**src/logic/omx_regs.svh**
```systemverilog
// register offsets, field positions and reset values of the output mux, sync and power block
`ifndef OMX_REGS_SVH
`define OMX_REGS_SVH

// register offsets on the configuration port
`define OMX_OFS_SYNC_CTRL   16'h008d
`define OMX_OFS_INT_ROUTE   16'h008e
`define OMX_OFS_FRAC_ROUTE  16'h008f
`define OMX_OFS_PWR_RSVD    16'h0090
`define OMX_OFS_PWR_DOWN    16'h0091

// field positions
`define OMX_BIT_SYNC_HOLD   0
`define OMX_BIT_MUX_8_9     0
`define OMX_BIT_MUX_10_11   1
`define OMX_BIT_MUX_FIRST   1
`define OMX_BIT_MUX_LAST    7

// writable masks; every other bit is reserved
`define OMX_MASK_SYNC_CTRL  8'h01
`define OMX_MASK_INT_ROUTE  8'h03
`define OMX_MASK_FRAC_ROUTE 8'hfe
`define OMX_MASK_PWR_DOWN   8'hff

// reset values
`define OMX_RST_SYNC_CTRL   8'h00
`define OMX_RST_INT_ROUTE   8'h00
`define OMX_RST_FRAC_ROUTE  8'h00
`define OMX_RST_PWR_DOWN    8'h00
`define OMX_RST_FINE        32'h4444_4444

`endif

```
**src/logic/omx_pkg.sv**
```systemverilog
// types shared by the output mux, sync and power block
package omx_pkg;

  // byte access from the serial configuration engine
  typedef struct packed {
    logic [15:0] addr;
    logic        wr;
    logic        rd;
    logic [7:0]  wdata;
  } omx_cfg_req_t;

  // complete state of the block
  typedef struct packed {
    logic        sync_hold;
    logic        sync_prev;
    logic [7:0]  int_route;
    logic [7:0]  frac_route;
    logic [7:0]  frac_pwr;
    logic        div_hold;
    logic        skew_clear;
    logic [31:0] fine_phase;
    logic [11:1] out_q;
    logic [7:0]  rdata;
    logic        rvalid;
  } omx_state_t;

endpackage : omx_pkg

```
**src/logic/omx_ctrl.sv**
```systemverilog
// output mux, output sync and fractional divider power control registers
// Functional notes
// - sync bit rising holds every output divider in reset while it stays set
// - sync bit falling releases all dividers together in one cycle
// - release from hold clears the output skew adjustment to zero
// - outputs 10 and 11 take divider J at 0, divider I at 1; reset 0
// - outputs 8 and 9 take divider I at 0, divider J at 1; reset 0
// - output 7 takes fractional H at 0, G at 1; reset 0
// - output 6 takes fractional G at 0, H at 1; reset 0
// - output 5 takes fractional F at 0, E at 1; reset 0
// - output 4 takes fractional E at 0, F at 1; reset 0
// - output 3 takes fractional D at 0, A at 1; reset 0
// - output 2 takes fractional C at 0, A at 1; reset 0
// - output 1 takes fractional B at 0, A at 1; reset 0
// - one power-down bit per fractional divider A..H, 1 powers it down, reset 0
// - reserved bits written as zero by software; they read back as zero
// - selectors and sync bit are read/write and reset to zero
// - new fine phase values reach dividers only after a sync bit toggle
`timescale 1ns/1ns
`include "omx_regs.svh"

module omx_ctrl
  import omx_pkg::*;
(
  input  wire logic         clock,          // configuration clock, 100 MHz
  input  wire logic         reset,          // synchronous, active high
  input  wire omx_cfg_req_t cfg_req,        // byte access from the serial engine
  output logic [7:0]        cfg_rdata,      // read data, one cycle after cfg_req.rd
  output logic              cfg_rvalid,     // read data valid pulse
  input  wire logic [7:0]   frac_div_in,    // fractional divider outputs, bit 0 = A
  input  wire logic [1:0]   int_div_in,     // integer divider outputs, bit 0 = I, bit 1 = J
  input  wire logic [31:0]  fine_phase_in,  // staged fine phase, 4 bits per divider, A lowest
  output logic [11:1]       out_q,          // selected clock for outputs 1..11
  output logic              div_hold,       // holds every output divider in reset
  output logic              skew_clear,     // one-cycle pulse: skew adjustment to zero
  output logic [31:0]       fine_phase,     // fine phase applied to dividers A..H
  output logic [7:0]        frac_pwr_down   // power-down per fractional divider, bit 0 = A
);

  // source table for outputs 1..7: index at select 0 and select 1 (A=0 .. H=7)
  // two small tables instead of seven case statements, so a swapped pair is easy to spot
  localparam logic [2:0] SRC0 [1:7] = '{3'h1, 3'h2, 3'h3, 3'h4, 3'h5, 3'h6, 3'h7};
  localparam logic [2:0] SRC1 [1:7] = '{3'h0, 3'h0, 3'h0, 3'h5, 3'h4, 3'h7, 3'h6};

  omx_state_t state_reg;
  omx_state_t state_next;

  // address decode shared by the write and read paths
  function automatic logic hit(input logic [15:0] a, input logic [15:0] ofs);
    hit = (a == ofs);
  endfunction : hit

  // fractional source gated by its own power-down bit so a dead divider never toggles
  function automatic logic frac_pick(input logic [7:0] src, input logic [7:0] pwr, input logic [2:0] idx);
    frac_pick = src[idx] & ~pwr[idx];
  endfunction : frac_pick

  // next-state logic
  always_comb begin
    logic [7:0] rd_byte;
    logic       sel;
    rd_byte    = 8'h00;
    sel        = 1'b0;
    state_next = state_reg;
    state_next.skew_clear = 1'b0;
    state_next.rvalid     = 1'b0;

    // register writes; reserved bits are masked off, so they read back zero
    if (cfg_req.wr) begin
      if (hit(cfg_req.addr, `OMX_OFS_SYNC_CTRL))
        state_next.sync_hold = cfg_req.wdata[`OMX_BIT_SYNC_HOLD];
      if (hit(cfg_req.addr, `OMX_OFS_INT_ROUTE))
        state_next.int_route = cfg_req.wdata & `OMX_MASK_INT_ROUTE;
      if (hit(cfg_req.addr, `OMX_OFS_FRAC_ROUTE))
        state_next.frac_route = cfg_req.wdata & `OMX_MASK_FRAC_ROUTE;
      if (hit(cfg_req.addr, `OMX_OFS_PWR_DOWN))
        state_next.frac_pwr = cfg_req.wdata & `OMX_MASK_PWR_DOWN;
    end

    // edge detection against the remembered value; rewriting the same value does nothing
    state_next.sync_prev = state_reg.sync_hold;
    if (state_reg.sync_hold && !state_reg.sync_prev)
      state_next.div_hold = 1'b1;
    if (!state_reg.sync_hold && state_reg.sync_prev) begin
      state_next.div_hold   = 1'b0;
      state_next.skew_clear = 1'b1;
      state_next.fine_phase = fine_phase_in;
    end

    // output routing; held dividers give static outputs
    for (int i = 1; i <= 7; i++) begin
      sel = state_reg.frac_route[i];
      state_next.out_q[i] = ~state_reg.div_hold &
        frac_pick(frac_div_in, state_reg.frac_pwr, sel ? SRC1[i] : SRC0[i]);
    end
    state_next.out_q[8]  = ~state_reg.div_hold &
      (state_reg.int_route[`OMX_BIT_MUX_8_9] ? int_div_in[1] : int_div_in[0]);
    state_next.out_q[9]  = state_next.out_q[8];
    state_next.out_q[10] = ~state_reg.div_hold &
      (state_reg.int_route[`OMX_BIT_MUX_10_11] ? int_div_in[0] : int_div_in[1]);
    state_next.out_q[11] = state_next.out_q[10];

    // read path; unmapped and reserved addresses read zero
    // data comes from the registers before this cycle's write lands
    if (hit(cfg_req.addr, `OMX_OFS_SYNC_CTRL))
      rd_byte = {7'h00, state_reg.sync_hold};
    else if (hit(cfg_req.addr, `OMX_OFS_INT_ROUTE))
      rd_byte = state_reg.int_route;
    else if (hit(cfg_req.addr, `OMX_OFS_FRAC_ROUTE))
      rd_byte = state_reg.frac_route;
    else if (hit(cfg_req.addr, `OMX_OFS_PWR_DOWN))
      rd_byte = state_reg.frac_pwr;
    if (cfg_req.rd) begin
      state_next.rdata  = rd_byte;
      state_next.rvalid = 1'b1;
    end
  end

  // state register; everything powers up at zero except the applied fine phase
  // fine phase starts at four sixteenths so the dividers line up before any sync
  always_ff @(posedge clock) begin
    if (reset) begin
      state_reg            <= '0;
      state_reg.sync_hold  <= 1'(`OMX_RST_SYNC_CTRL >> `OMX_BIT_SYNC_HOLD);
      state_reg.int_route  <= `OMX_RST_INT_ROUTE;
      state_reg.frac_route <= `OMX_RST_FRAC_ROUTE;
      state_reg.frac_pwr   <= `OMX_RST_PWR_DOWN;
      state_reg.fine_phase <= `OMX_RST_FINE;
    end else begin
      state_reg <= state_next;
    end
  end

  // outputs straight from the state flip-flops
  // limitation: out_q lags its divider by one clock, a sampled copy of the source
  assign cfg_rdata     = state_reg.rdata;
  assign cfg_rvalid    = state_reg.rvalid;
  assign out_q         = state_reg.out_q;
  assign div_hold      = state_reg.div_hold;
  assign skew_clear    = state_reg.skew_clear;
  assign fine_phase    = state_reg.fine_phase;
  assign frac_pwr_down = state_reg.frac_pwr;

  // checks next to the logic they guard
  a_hold_on_rise: assert property (@(posedge clock) disable iff (reset)
    $rose(state_reg.sync_hold) |=> div_hold)
    else $error("divider hold not raised after sync bit rose");

  a_hold_persists: assert property (@(posedge clock) disable iff (reset)
    div_hold && state_reg.sync_hold && state_reg.sync_prev |=> div_hold)
    else $error("divider hold dropped while sync bit set");

  a_release_fall: assert property (@(posedge clock) disable iff (reset)
    $fell(state_reg.sync_hold) |=> !div_hold && skew_clear)
    else $error("release or skew clear missing after sync bit fell");

  a_skew_pulse: assert property (@(posedge clock) disable iff (reset)
    skew_clear |=> !skew_clear)
    else $error("skew clear longer than one cycle");

  a_fine_load: assert property (@(posedge clock) disable iff (reset)
    !skew_clear |-> $stable(fine_phase) or $past(reset))
    else $error("fine phase changed without a sync release");

  a_held_static: assert property (@(posedge clock) disable iff (reset)
    div_hold |=> out_q == 11'h000)
    else $error("output toggled while dividers held");

  a_pwr_static: assert property (@(posedge clock) disable iff (reset)
    !div_hold && state_reg.frac_pwr[7] && !state_reg.frac_route[7] |=> !out_q[7])
    else $error("output 7 passed a powered-down divider");

  a_route_out1: assert property (@(posedge clock) disable iff (reset)
    !div_hold && state_reg.frac_route[1] && !state_reg.frac_pwr[0] |=> out_q[1] == $past(frac_div_in[0]))
    else $error("output 1 not routed from divider A");

  a_route_int: assert property (@(posedge clock) disable iff (reset)
    !div_hold && !state_reg.int_route[1] |=> out_q[10] == $past(int_div_in[1]) && out_q[11] == out_q[10])
    else $error("outputs 10 and 11 not routed from divider J");

  a_read_back: assert property (@(posedge clock) disable iff (reset)
    cfg_req.rd && cfg_req.addr == `OMX_OFS_SYNC_CTRL |=> cfg_rvalid && cfg_rdata[7:1] == 7'h00)
    else $error("sync register read back wrong");

  // fractional selectors, both settings for outputs 2..7 and select 0 for output 1, with the chosen divider running
  a_route1_sel0: assert property (@(posedge clock) disable iff (reset)
    !div_hold && !state_reg.frac_route[1] && !state_reg.frac_pwr[1] |=> out_q[1] == $past(frac_div_in[1]))
    else $error("output 1 not routed from divider B");

  a_route2_sel0: assert property (@(posedge clock) disable iff (reset)
    !div_hold && !state_reg.frac_route[2] && !state_reg.frac_pwr[2] |=> out_q[2] == $past(frac_div_in[2]))
    else $error("output 2 not routed from divider C");

  a_route2_sel1: assert property (@(posedge clock) disable iff (reset)
    !div_hold && state_reg.frac_route[2] && !state_reg.frac_pwr[0] |=> out_q[2] == $past(frac_div_in[0]))
    else $error("output 2 not routed from divider A");

  a_route3_sel0: assert property (@(posedge clock) disable iff (reset)
    !div_hold && !state_reg.frac_route[3] && !state_reg.frac_pwr[3] |=> out_q[3] == $past(frac_div_in[3]))
    else $error("output 3 not routed from divider D");

  a_route3_sel1: assert property (@(posedge clock) disable iff (reset)
    !div_hold && state_reg.frac_route[3] && !state_reg.frac_pwr[0] |=> out_q[3] == $past(frac_div_in[0]))
    else $error("output 3 not routed from divider A");

  a_route4_sel0: assert property (@(posedge clock) disable iff (reset)
    !div_hold && !state_reg.frac_route[4] && !state_reg.frac_pwr[4] |=> out_q[4] == $past(frac_div_in[4]))
    else $error("output 4 not routed from divider E");

  a_route4_sel1: assert property (@(posedge clock) disable iff (reset)
    !div_hold && state_reg.frac_route[4] && !state_reg.frac_pwr[5] |=> out_q[4] == $past(frac_div_in[5]))
    else $error("output 4 not routed from divider F");

  a_route5_sel0: assert property (@(posedge clock) disable iff (reset)
    !div_hold && !state_reg.frac_route[5] && !state_reg.frac_pwr[5] |=> out_q[5] == $past(frac_div_in[5]))
    else $error("output 5 not routed from divider F");

  a_route5_sel1: assert property (@(posedge clock) disable iff (reset)
    !div_hold && state_reg.frac_route[5] && !state_reg.frac_pwr[4] |=> out_q[5] == $past(frac_div_in[4]))
    else $error("output 5 not routed from divider E");

  a_route6_sel0: assert property (@(posedge clock) disable iff (reset)
    !div_hold && !state_reg.frac_route[6] && !state_reg.frac_pwr[6] |=> out_q[6] == $past(frac_div_in[6]))
    else $error("output 6 not routed from divider G");

  a_route6_sel1: assert property (@(posedge clock) disable iff (reset)
    !div_hold && state_reg.frac_route[6] && !state_reg.frac_pwr[7] |=> out_q[6] == $past(frac_div_in[7]))
    else $error("output 6 not routed from divider H");

  a_route7_sel0: assert property (@(posedge clock) disable iff (reset)
    !div_hold && !state_reg.frac_route[7] && !state_reg.frac_pwr[7] |=> out_q[7] == $past(frac_div_in[7]))
    else $error("output 7 not routed from divider H");

  a_route7_sel1: assert property (@(posedge clock) disable iff (reset)
    !div_hold && state_reg.frac_route[7] && !state_reg.frac_pwr[6] |=> out_q[7] == $past(frac_div_in[6]))
    else $error("output 7 not routed from divider G");

  // integer selectors
  a_route8_sel0: assert property (@(posedge clock) disable iff (reset)
    !div_hold && !state_reg.int_route[0] |=> out_q[8] == $past(int_div_in[0]) && out_q[9] == out_q[8])
    else $error("outputs 8 and 9 not routed from divider I");

  a_route8_sel1: assert property (@(posedge clock) disable iff (reset)
    !div_hold && state_reg.int_route[0] |=> out_q[8] == $past(int_div_in[1]) && out_q[9] == out_q[8])
    else $error("outputs 8 and 9 not routed from divider J");

  a_route10_sel1: assert property (@(posedge clock) disable iff (reset)
    !div_hold && state_reg.int_route[1] |=> out_q[10] == $past(int_div_in[0]) && out_q[11] == out_q[10])
    else $error("outputs 10 and 11 not routed from divider I");

  // a selected divider that is powered down gives a quiet output
  a_pwr_out1: assert property (@(posedge clock) disable iff (reset)
    state_reg.frac_route[1] && state_reg.frac_pwr[0] |=> !out_q[1])
    else $error("output 1 passed a powered-down divider");

  a_pwr_out2: assert property (@(posedge clock) disable iff (reset)
    !state_reg.frac_route[2] && state_reg.frac_pwr[2] |=> !out_q[2])
    else $error("output 2 passed a powered-down divider");

  a_pwr_out4: assert property (@(posedge clock) disable iff (reset)
    !state_reg.frac_route[4] && state_reg.frac_pwr[4] |=> !out_q[4])
    else $error("output 4 passed a powered-down divider");

  a_pwr_out6: assert property (@(posedge clock) disable iff (reset)
    state_reg.frac_route[6] && state_reg.frac_pwr[7] |=> !out_q[6])
    else $error("output 6 passed a powered-down divider");

  // register writes land one edge after the strobe
  a_sync_write: assert property (@(posedge clock) disable iff (reset)
    cfg_req.wr && cfg_req.addr == `OMX_OFS_SYNC_CTRL |=> state_reg.sync_hold == $past(cfg_req.wdata[0]))
    else $error("sync bit write lost");

  a_int_write: assert property (@(posedge clock) disable iff (reset)
    cfg_req.wr && cfg_req.addr == `OMX_OFS_INT_ROUTE |=>
      state_reg.int_route == ($past(cfg_req.wdata) & `OMX_MASK_INT_ROUTE))
    else $error("integer route write lost");

  a_frac_write: assert property (@(posedge clock) disable iff (reset)
    cfg_req.wr && cfg_req.addr == `OMX_OFS_FRAC_ROUTE |=>
      state_reg.frac_route == ($past(cfg_req.wdata) & `OMX_MASK_FRAC_ROUTE))
    else $error("fractional route write lost");

  a_pwr_write: assert property (@(posedge clock) disable iff (reset)
    cfg_req.wr && cfg_req.addr == `OMX_OFS_PWR_DOWN |=> frac_pwr_down == $past(cfg_req.wdata))
    else $error("power-down write lost");

  // read answers
  a_rsvd_read: assert property (@(posedge clock) disable iff (reset)
    cfg_req.rd && cfg_req.addr == `OMX_OFS_PWR_RSVD |=> cfg_rvalid && cfg_rdata == 8'h00)
    else $error("reserved register read not zero");

  a_read_sync: assert property (@(posedge clock) disable iff (reset)
    cfg_req.rd && cfg_req.addr == `OMX_OFS_SYNC_CTRL |=> cfg_rdata[0] == $past(state_reg.sync_hold))
    else $error("sync bit read back wrong");

  a_read_int: assert property (@(posedge clock) disable iff (reset)
    cfg_req.rd && cfg_req.addr == `OMX_OFS_INT_ROUTE |=> cfg_rdata == $past(state_reg.int_route))
    else $error("integer route read back wrong");

  a_read_frac: assert property (@(posedge clock) disable iff (reset)
    cfg_req.rd && cfg_req.addr == `OMX_OFS_FRAC_ROUTE |=> cfg_rdata == $past(state_reg.frac_route))
    else $error("fractional route read back wrong");

  a_read_pwr: assert property (@(posedge clock) disable iff (reset)
    cfg_req.rd && cfg_req.addr == `OMX_OFS_PWR_DOWN |=> cfg_rdata == $past(frac_pwr_down))
    else $error("power-down read back wrong");

  a_rvalid_cause: assert property (@(posedge clock) disable iff (reset)
    cfg_rvalid |-> $past(cfg_req.rd))
    else $error("read valid without a read strobe");

  a_rdata_hold: assert property (@(posedge clock) disable iff (reset)
    !cfg_rvalid |-> $stable(cfg_rdata))
    else $error("read data moved without a read");

  // sync sequencing
  a_no_repeat: assert property (@(posedge clock) disable iff (reset)
    state_reg.sync_hold == state_reg.sync_prev |=> $stable(div_hold))
    else $error("divider hold moved without a sync change");

  a_hold_level: assert property (@(posedge clock) disable iff (reset)
    state_reg.sync_hold && state_reg.sync_prev |-> div_hold)
    else $error("dividers free while sync bit settled high");

  a_idle_free: assert property (@(posedge clock) disable iff (reset)
    !state_reg.sync_hold && !state_reg.sync_prev |-> !div_hold)
    else $error("dividers held while sync bit settled low");

  a_fine_value: assert property (@(posedge clock) disable iff (reset)
    skew_clear |-> fine_phase == $past(fine_phase_in))
    else $error("fine phase not taken at release");

  a_skew_cause: assert property (@(posedge clock) disable iff (reset)
    skew_clear |-> $past(state_reg.sync_prev) && !$past(state_reg.sync_hold))
    else $error("skew clear without a sync release");

  // covers for the main scenarios
  c_sync_cycle: cover property (@(posedge clock) disable iff (reset) $rose(div_hold) ##[1:50] skew_clear);
  c_pwr_down:   cover property (@(posedge clock) disable iff (reset) frac_pwr_down == 8'hff);
  c_route_alt:  cover property (@(posedge clock) disable iff (reset) state_reg.frac_route == 8'hfe);
  c_sync_again: cover property (@(posedge clock) disable iff (reset)
    state_reg.sync_hold && cfg_req.wr && cfg_req.addr == `OMX_OFS_SYNC_CTRL && cfg_req.wdata[0]);
  c_int_swap:   cover property (@(posedge clock) disable iff (reset) state_reg.int_route == 8'h03);

endmodule : omx_ctrl

```
**config.mk**
```make
export PLATFORM = sky130hd
export DESIGN_NAME = omx_ctrl
export DESIGN_NICKNAME = d
export VERILOG_FILES = /design/src/logic/omx_pkg.sv /design/src/logic/omx_ctrl.sv
export VERILOG_INCLUDE_DIRS = /design/src /design/src/logic
export SDC_FILE = /design/constraint.sdc
export NUM_CORES = 1
export LEC_CHECK = 0
export ABC_CLOCK_PERIOD_IN_PS = 2590
export BUFFER_PORTS_ARGS = -buffer_cell sky130_fd_sc_hd__clkbuf_2
export CORE_MARGIN = 4
export CORE_UTILIZATION = 30
export CTS_BUF_LIST = sky130_fd_sc_hd__clkbuf_16
export CTS_CLUSTER_SIZE = 10
export DETAILED_ROUTE_END_ITERATION = 16
export GPL_TIMING_DRIVEN = 0
export PLACE_DENSITY_LB_ADDON = 0.1
export SETUP_SLACK_MARGIN = 0.5
export SYNTH_ARGS = -nofsm -noshare
export SYNTH_HDL_FRONTEND = slang
export SYNTH_SLANG_ARGS = --single-unit
```
**constraint.sdc**
```tcl
create_clock -name clock -period 2.59 [get_ports clock]
set_clock_uncertainty 0.1 [all_clocks]
set_input_delay 0.777 -clock clock [delete_from_list [all_inputs] [get_ports clock]]
set_output_delay 0.777 -clock clock [all_outputs]
set_load 0.03 [all_outputs]
```
# After elaboration in Yosys (flattened, before gate mapping)
# Index checks and enable logic that the tools add are counted.
# totals
ff_bits,72
in_bits,70
out_inout_bits,62
elab_cells,98
# op_classes
order_cmp,7
eq_ne,4
mux,43
bitwise,24
reduce_logical,9
# op_table
operator,count
$eq 16x8->1 const B,4
$bmux 1 s3,14
$mux 33,1
$mux 8,4
$mux 1,22
$and 1x1->1,16
$lt 3x4->1 const B,4
$lt 2x4->1 const B,2
$not 1->1,8
$reduce_and 2->1,4
$lt 1x4->1 const B,1
$mux 2,2
$logic_and 1x1->1,2
$logic_not 1->1,2
$reduce_or 2->1,1

# Logic depth before layout (Yosys ltp)
# Gate-level depths: netlist of the first run.
# logic_depth
ltp_word,6
mapped_depth,7
depth_no_buf,5

# Worst setup path after synthesis of the first run
# OpenSTA, ideal clock, no wires.
# synth_path
kind,input-to-reg
from,input cfg_req[15] (netlist name)
to,register state_reg (netlist bit cfg_rdata[2])
setup_time_ps,125
arrival_ps,2245
t_required_ps,2365
setup_slack_ps,120
cell_stages,5
n_path_buf,1
path_cell_list,or4b_4 -> or4_1 -> buf_2 -> o21ai_2 -> o21ai_0
# synth_between
elab_chain_len,5
elab_cells_between_ends,8
cone_classes,eq/ne: 4; mux: 4
# synth_rtl
item,line,text
from (decl),omx_ctrl.sv:27,"input wire omx_cfg_req_t cfg_req,"
$eq 16x8->1,omx_ctrl.sv:50,hit = (a == ofs);
$mux 8,omx_ctrl.sv:111,"else if (hit(cfg_req.addr, `OMX_OFS_PWR_DOWN))"
$mux 8,omx_ctrl.sv:109,"else if (hit(cfg_req.addr, `OMX_OFS_FRAC_ROUTE))"
$mux 8,omx_ctrl.sv:107,"else if (hit(cfg_req.addr, `OMX_OFS_INT_ROUTE))"
$mux 8 *,omx_ctrl.sv:105,"if (hit(cfg_req.addr, `OMX_OFS_SYNC_CTRL))"
to (signal assigned),omx_ctrl.sv:130,state_reg <= state_next;
to (decl),omx_ctrl.sv:45,omx_state_t state_reg;
# Mark *: on every way between the ends. The rest lies on a longest branch, timed or not.
# A chain may end at the register's enable or synchronous reset.

# Worst setup path after layout of the first run
# layout_path
from,input cfg_req[22] (netlist name)
to,register state_reg (netlist bit cfg_rdata[4])
# The elaborated chain is that of the path after synthesis.

==> reports/summary.txt, run 1 <==
DP Wirelength = 6.32 mm
delay of the slowest critical-path stage = 540 ps
register bit count reported by yosys = 71
TritonCTS Buffers = 9
Place WS = -242 ps
Slew @ Worst Pin = 577 ps
largest net degree at the start of global routing = 14
IO Port Bufs = 130
endpoints failing setup = 0
DRT iter0 DRCs = 135
Yosys Warn Count = 0
Worst Path Arrival = 2400 ps
fmax = 436 MHz
Cell Area, Placed = 3910 µm²
initial antenna violation count = 0
antenna viol nets, final = 0
gr usage total = 13.9%
htree depth = 3
pins over their slew limit = 0
status = complete, no violations
FF-to-FF setup slack = 850 ps
worst-path fanout max = 7
CTS tree = yes
DRT Wirelength = 8.26 mm
final hold vios = 0
via count = 2760
Net count, final = 543
Synth Instances = 328
Compound-Gate Fraction of Synth Area = 21.8%
die area = 11900 µm²
Core Area = 9860 µm²
Avg Cell Area, Syn = 9.36 µm²
WS Path Type = in2reg
Die Height = 109 µm
1st-pass router iterations = 5
global route overflow = 0
clock slew at reported path FFs = 60 ps
post-route minimum period = 2290 ps
Final Wtd Congestion = 0.782
largest family of logic cells by synthesized area = compound AO/OA/AOI/OAI gates
Slew HR = 61.5%
final instance area = 4340 µm²
number of remaining DRC errors = 0
CP endpoint kind = flop
multiplexer area fraction after synthesis = 0.652%
required time worst endpoint = 2700 ps
CP delay by family, top = simple AND/OR/NAND/NOR gates
width of the die = 109 µm
ANT cells = 0
Leak = 1.96 nW
Synth Area in Simple Gates = 13.4%
Initial Util = 31.1%
via/cell ratio = 4.52
main area contributors after synthesis = dfxtp_1 46%, buf_4 14%, a22o_1 6.8%
max FFs per register = 32
routed len/inst = 13.5 µm
I/O Pins = 132
area added between synthesis and finish = 41.3%
RSZ-0062 raised after global routing = true
max cap viols = 0
adder-cell area share of the yosys netlist = 0.326%
clock tree buffer depth = 2
first-pass GRT wire length = 12.9 mm
Yosys top cell by area = dfxtp_1
Skew-Pair Late Insertion Delay = 330 ps
VDD IR-drop max = 241 µV
vias in the first global route = 2586
Unique masters post-synth = 40
share of cells above drive strength 1 = 49.2%
Post-Syn Area = 3070 µm²
# clock sinks = 71
Critical Path, Cell by Cell = buf_6, or4_4, or4_4, buf_6, o21ai_4, o21ai_1
period utilisation layout = 88.5%
# rows = 36
worst path bufs/invs = 2
TNS Setup = 0 ps
Synth Area in XOR/XNOR = 0%
Root Driver = clkbuf_16
Slowest-stage cell, CP = or4_4
register area share after synthesis = 46.3%
pwr dens = 600 nW/µm²
Yosys top cell area share = 46.3%
CP startpoint kind = primary input
final worst slack = 298 ps
hold crit path type = reg2reg
Syn Nets = 398
Fill cells = 1006
## synth_stat cells, drive strengths merged
master	number
nor4bb	1
nand3	15
nand2b	1
nand4	4
dfxtp	71
a22o	24
nor4	4
o2bb2a	1
nand2	10
o21ai	28
and4	1
buf	61
nor2b	4
maj3	1
or2	2
nor3b	2
a31oi	2
a21oi	24
inv	7
mux2i	2
a22oi	9
nor4b	1
nor2	14
nand4b	1
or4	3
o21bai	1
clkbuf	15
o22a	8
clkinv	1
or4b	2
nand3b	5
or3	1
a2bb2oi	1
a41o	1
## kinds of logic (layout without fill, tap and decap cells)
group           Yosys count  after routing
mux                       2              2
simple gates             71             71
compound gates           99             99
flops                    71             71
fa+ha+maj                 1              1
buf+inv                  84            234
## repair_timing
action | 4_1_cts | 5_1_grt
pin swaps | 3 | 6
buffers inserted | 3 | 0
endpoints found under the setup margin | 26 | 45
resized for setup | 16 | 14
hold endpoints to repair | 0 | 0
hold buffers | 0 | 0
cloned | 0 | 1
## stage by stage
stage	instances	utilization, %	power [mW]	hold WS, ps
2_1_floorplan	328	-	1.21	327
3_3_place_gp	591	39.6	1.30	339
3_5_place_dp	591	39.6	1.30	345
4_1_cts	610	43.5	2.63	353
5_1_grt	611	44.0	2.71	364
6_report	611	44.0	2.61	350
## placed cells by master (no fill, tap or decap), drive strengths merged
cell / count
nor3b: 2
a21oi: 24
o21bai: 1
buf: 68
and4: 1
nor2b: 4
clkinvlp: 2
nor4b: 1
maj3: 1
or2: 2
or4b: 2
a22o: 24
nand3: 15
o22a: 8
nor4bb: 1
a31oi: 2
o21ai: 28
nand2b: 1
nand2: 10
or3: 1
nand4b: 1
mux2i: 2
bufinv: 2
a22oi: 9
a41o: 1
nor4: 4
o2bb2a: 1
nand4: 4
clkbuf: 151
nand3b: 5
nor2: 14
clkinv: 3
inv: 8
or4: 3
dfxtp: 71
a2bb2oi: 1
## worst paths after layout
kind / start / endpoint / cells past startpoint
worst max-delay path: cfg_req[22] / cfg_rdata[4] / 6
worst min-delay path: cfg_rdata[5] / cfg_rdata[5] / 2
worst max register to register: state_next[78] / fine_phase[16] / 7
worst min register to register: cfg_rdata[5] / cfg_rdata[5] / 2
## worst min-delay path, stage by stage, from the launching register on
cell     delay, ps
dfxtp_1        310
nand2_1         50
o21ai_1         50
## power breakdown
part	internal [mW]	switching, mW	leakage (nW)
Combinational	0.0786	0.102	1.23
Clock	0.844	0.476	0.156
Sequential	1.10	0.00305	0.575
Total	2.02	0.581	1.96
## layer usage
metal  track usage (%)  share of wire [%]  vias to the layer above
met4              5.70                1.4                        0
met2              21.3                 45                       90
met3              2.66                6.3                        9
li1                  -                  -                     1413
met1              19.1                 47                     1248
met5                 0                  0                        -
## final cells by class
class	instances	area (µm²)	share of cell area, %
buffer	76	528	12.2
timing repair buffer	134	691	15.9
clock buffer	9	225	5.19
sequential	71	1420	32.8
inverter	8	33.8	0.779
tap	133	166	3.84
multi-input combinational	173	1180	27.2
clock inverter	7	95.1	2.19
Note: power is estimated with default switching activity, not from simulation.
==> inputs of run 2 (changes only) <==
Settings changed: RECOVER_POWER set to 100.
==> reports/summary.txt, run 2 (synthesized netlist as in run 1, its figures left out) <==
I/O Pins = 132
internal power = 2.02 mW
Clock power frac = 50.7%
final worst slack = 207 ps
routed len/inst = 13.5 µm
commonest non-fill, non-tap cell in the layout = clkbuf_1
antenna viol nets, final = 0
final hold vios = 0
ANT cells = 0
reg-to-reg startpoint = state_next[78]
combinational share of power = 6.7%
pins over their slew limit = 0
fmax = 420 MHz
crit path capture = cfg_rdata[4]
post-route minimum period = 2380 ps
largest net degree at the start of global routing = 14
DRT iter0 DRCs = 120
WS Path Type = in2reg
max cap viols = 0
clock slew at reported path FFs = 60 ps
1st-pass router iterations = 4
number of remaining DRC errors = 0
RR Endpoint = fine_phase[16]
Root Driver = clkbuf_16
area added between synthesis and finish = 37.4%
CTS Hold Bufs = 0
Worst Reg-to-Reg Cells = 7
initial antenna violation count = 0
clock tree buffer depth = 2
CP startpoint kind = primary input
Slew @ Worst Pin = 599 ps
hold crit path type = reg2reg
Skew-Pair Late Insertion Delay = 330 ps
Worst Path Arrival = 2490 ps
Psw = 573 µW
Slew HR = 60.1%
Fill cells = 1043
Net count, final = 543
vias in the first global route = 2586
DRT Wirelength = 8.26 mm
Place WS = -242 ps
via count = 2750
Critical path origin = cfg_req[22]
Core Area = 9860 µm²
via/cell ratio = 4.50
status = complete, no violations
RSZ-0062 raised after global routing = true
DP Wirelength = 6.32 mm
commonest non-fill, non-tap cells in the layout = 75 x clkbuf_1, 71 x dfxtp_1, 68 x clkbuf_2, 62 x buf_4
first-pass GRT wire length = 12.9 mm
Total Power = 2.59 mW
max FFs per register = 32
worst-path fanout max = 7
required time worst endpoint = 2690 ps
CTS tree = yes
final core utilization = 42.8%
# clock sinks = 71
Initial Util = 31.1%
# rows = 36
die area = 11900 µm²
IO Port Bufs = 130
global route overflow = 0
FF-to-FF setup slack = 590 ps
htree depth = 3
pwr dens = 615 nW/µm²
TritonCTS Buffers = 9
Switching Fraction = 22.1%
Sequential Power Share = 42.6%
period utilisation layout = 92.0%
VDD IR-drop max = 239 µV
gr usage total = 13.9%
endpoints failing setup = 0
Die Height = 109 µm
CP endpoint kind = flop
Leak = 1.74 nW
share of cells above drive strength 1 = 34.3%
worst hold start = cfg_rdata[4]
width of the die = 109 µm
Final Wtd Congestion = 0.782
run 2: cell types whose count changed in the layout (fill, tap and decap cells not counted), sizes merged:
cell,change
buf,-1
clkbuf,+1
run 2: area by class of cell:
type	instances	area (µm²)	share of cell area (%)
Buffer	76	526	12.5
Clock buffer	9	225	5.34
Clock inverter	7	95.1	2.25
Inverter	8	31.3	0.741
Multi-Input combinational cell	173	1150	27.2
Sequential cell	71	1420	33.7
Tap cell	133	166	3.94
Timing Repair Buffer	134	606	14.4
run 2: per-stage QoR:
stage	std cells	hold WS, ps	TNS [ps]	area [µm²]
2_1_floorplan	328	327	0	3090
3_3_place_gp	591	339	-2070	3910
3_5_place_dp	591	345	-2160	3910
4_1_cts	610	353	0	4290
5_1_grt	611	364	0	4220
6_report	611	351	0	4220
run 2: per-layer routing:
metal	global-route usage (%)	up-vias	part of all wire (%)
li1	-	1413	-
met1	19.1	1250	47
met2	21.3	79	45
met3	2.66	8	6.7
met4	5.70	0	1.2
met5	0	-	0
run 2: worst min path at each step:
stage / depth (start not counted) / slack [ps] / endpoint
floorplan: 2 / 330 / cfg_rdata[1]
global placement: 2 / 340 / cfg_rdata[5]
detailed placement: 2 / 340 / cfg_rdata[4]
CTS: 2 / 350 / cfg_rdata[4]
global route: 2 / 360 / cfg_rdata[2]
finish: 2 / 350 / cfg_rdata[4]
run 2: repair_timing:
item,in CTS,in global routing
resized for setup,16,14
cloned,0,1
buffers inserted,3,0
endpoints found under the setup margin,26,45
endpoints found under the hold margin,0,0
pin swaps,3,6
run 2: power groups by stage:
stage                     Sequential, mW  Combinational, mW  Clock [mW]
after floorplan                     1.13             0.0843           0
after global placement              1.13              0.173           0
after detailed placement            1.13              0.174           0
after CTS                           1.10              0.179        1.35
after global routing                1.10              0.192        1.40
final                               1.10              0.174        1.31
run 2: worst max-delay path, cell delays in order:
cell      delay (ps)
clkbuf_1          80
or4_4            540
or4_1            530
buf_6            150
o21ai_2          280
o21ai_1          110
==> inputs of run 3 (changes only) <==
Settings changed: PLACE_DENSITY_LB_ADDON 0.1 to unset.
==> reports/summary.txt, run 3 (synthesized netlist as in run 1, its figures left out) <==
Slew HR = 67.6%
commonest non-fill, non-tap cells in the layout = 79 x clkbuf_1, 71 x dfxtp_1, 66 x clkbuf_2, 63 x buf_4, 24 x a22o_1
pwr dens = 560 nW/µm²
clock tree buffer depth = 2
WS Path Type = in2reg
Slew @ Worst Pin = 486 ps
required time worst endpoint = 2680 ps
multi-input combinational cell area = 1190 µm²
pins over their slew limit = 0
CTS tree = yes
Skew-Pair Late Insertion Delay = 320 ps
area added between synthesis and finish = 36.3%
VDD IR-drop max = 234 µV
max FFs per register = 32
Clock power frac = 45.3%
die area = 11900 µm²
I/O Pins = 132
post-placement cell count = 591
Cell Area, Placed = 3910 µm²
Net count, final = 543
CP delay by family, top = simple AND/OR/NAND/NOR gates
number of remaining DRC errors = 0
final instance area = 4190 µm²
delay of the slowest critical-path stage = 590 ps
CP startpoint kind = primary input
DRT iter0 DRCs = 157
Leak = 1.73 nW
Worst Path Arrival = 2460 ps
global route overflow = 0
Root Driver = clkbuf_16
RSZ-0062 raised after global routing = true
worst-path fanout max = 7
worst path bufs/invs = 2
DRT Wirelength = 8.26 mm
Most common cell on crit path = clkbuf_1
Place WS = -183 ps
Psw = 536 µW
commonest non-fill, non-tap cell in the layout = clkbuf_1
ANT cells = 0
share of cells above drive strength 1 = 33.5%
1st-pass router iterations = 4
IO Port Bufs = 130
Slowest-stage cell, CP = or4_4
Sequential Power Share = 47.2%
# clock sinks = 71
internal power = 1.81 mW
antenna viol nets, final = 0
fmax = 423 MHz
Switching Fraction = 22.9%
Hold Slack = 352 ps
max cap viols = 0
endpoints failing setup = 0
width of the die = 109 µm
gr usage total = 13.7%
Core Area = 9860 µm²
first-pass GRT wire length = 12.7 mm
Post-Layout Cell Count = 611
combinational share of power = 7.5%
CP endpoint kind = flop
htree depth = 3
Initial Util = 31.1%
initial antenna violation count = 0
TritonCTS Buffers = 9
period utilisation layout = 91.3%
final hold vios = 0
routed len/inst = 13.5 µm
status = complete, no violations
Die Height = 109 µm
DP Wirelength = 6.50 mm
# rows = 36
Critical Path, Cell by Cell = clkbuf_1, or4_1, clkbuf_1, or4_4, o21ai_0, a21oi_1
clock slew at reported path FFs = 50 ps
Final Wtd Congestion = 0.794
post-route minimum period = 2360 ps
hold crit path type = reg2reg
via count = 2765
final worst slack = 226 ps
vias in the first global route = 2663
Fill cells = 1023
TNS Setup = 0 ps
via/cell ratio = 4.53
register area = 1420 µm²
largest net degree at the start of global routing = 12
run 3: changes by cell type in the layout (fill, tap and decap cells not counted), sizes merged:
cell,change
bufinv,-2
clkinv,+4
clkinvlp,-2
buf,-3
clkbuf,+3
run 3: worst register-to-register path: stages, from the launching register on:
cell and delay [ps]:
dfxtp_1 320, inv_1 90, nand2_1 90, or2_2 100, clkbuf_1 320, clkinv_1 290, clkbuf_1 300, a22o_1 250
run 3: cell type report:
class / instances / area share (%)
inverters: 8 / 0.717
repair buffers: 134 / 14.3
plain buffers: 76 / 12.6
flip-flops and latches: 71 / 34.0
clock inverters: 7 / 0.747
multi-input cells: 173 / 28.4
clock buffers: 9 / 5.38
well taps: 133 / 3.98
run 3: final timing paths:
check | startpoint | endpoint | slack (ps) | depth (start not counted)
worst max-delay path | cfg_req[16] | state_reg[66] | 230 | 6
worst min-delay path | cfg_rdata[6] | cfg_rdata[6] | 350 | 2
worst max register to register | state_next[78] | fine_phase[5] | 650 | 7
worst min register to register | cfg_rdata[6] | cfg_rdata[6] | 350 | 2
run 3: what timing repair did:
item                       in CTS  in global routing
resized for setup              13                 20
pin swaps                       3                  7
setup buffers                   2                  2
hold buffers                    0                  0
setup endpoints to repair      19                 45
run 3: routing by layer:
metal / up-vias / part of all wire (%) / global-route usage (%)
met2: 78 / 50 / 22.5
li1: 1415 / - / -
met1: 1262 / 43 / 17.4
met4: 0 / 1.7 / 5.16
met5: - / 0 / 0
met3: 10 / 5.5 / 3.20
run 3: through the flow:
stage                     total power, mW  utilization [%]
after detailed placement             1.30             39.6
after global placement               1.30             39.6
after floorplan                      1.21                -
after CTS                            2.37             42.7
after global routing                 2.44             42.4
final                                2.34             42.4
run 3: power groups by stage:
stage	Clock, mW	Combinational (mW)	Sequential, mW
floorplan	0	0.0843	1.13
global placement	0	0.170	1.13
detailed placement	0	0.172	1.13
CTS	1.09	0.175	1.11
global route	1.14	0.194	1.11
finish	1.06	0.176	1.11
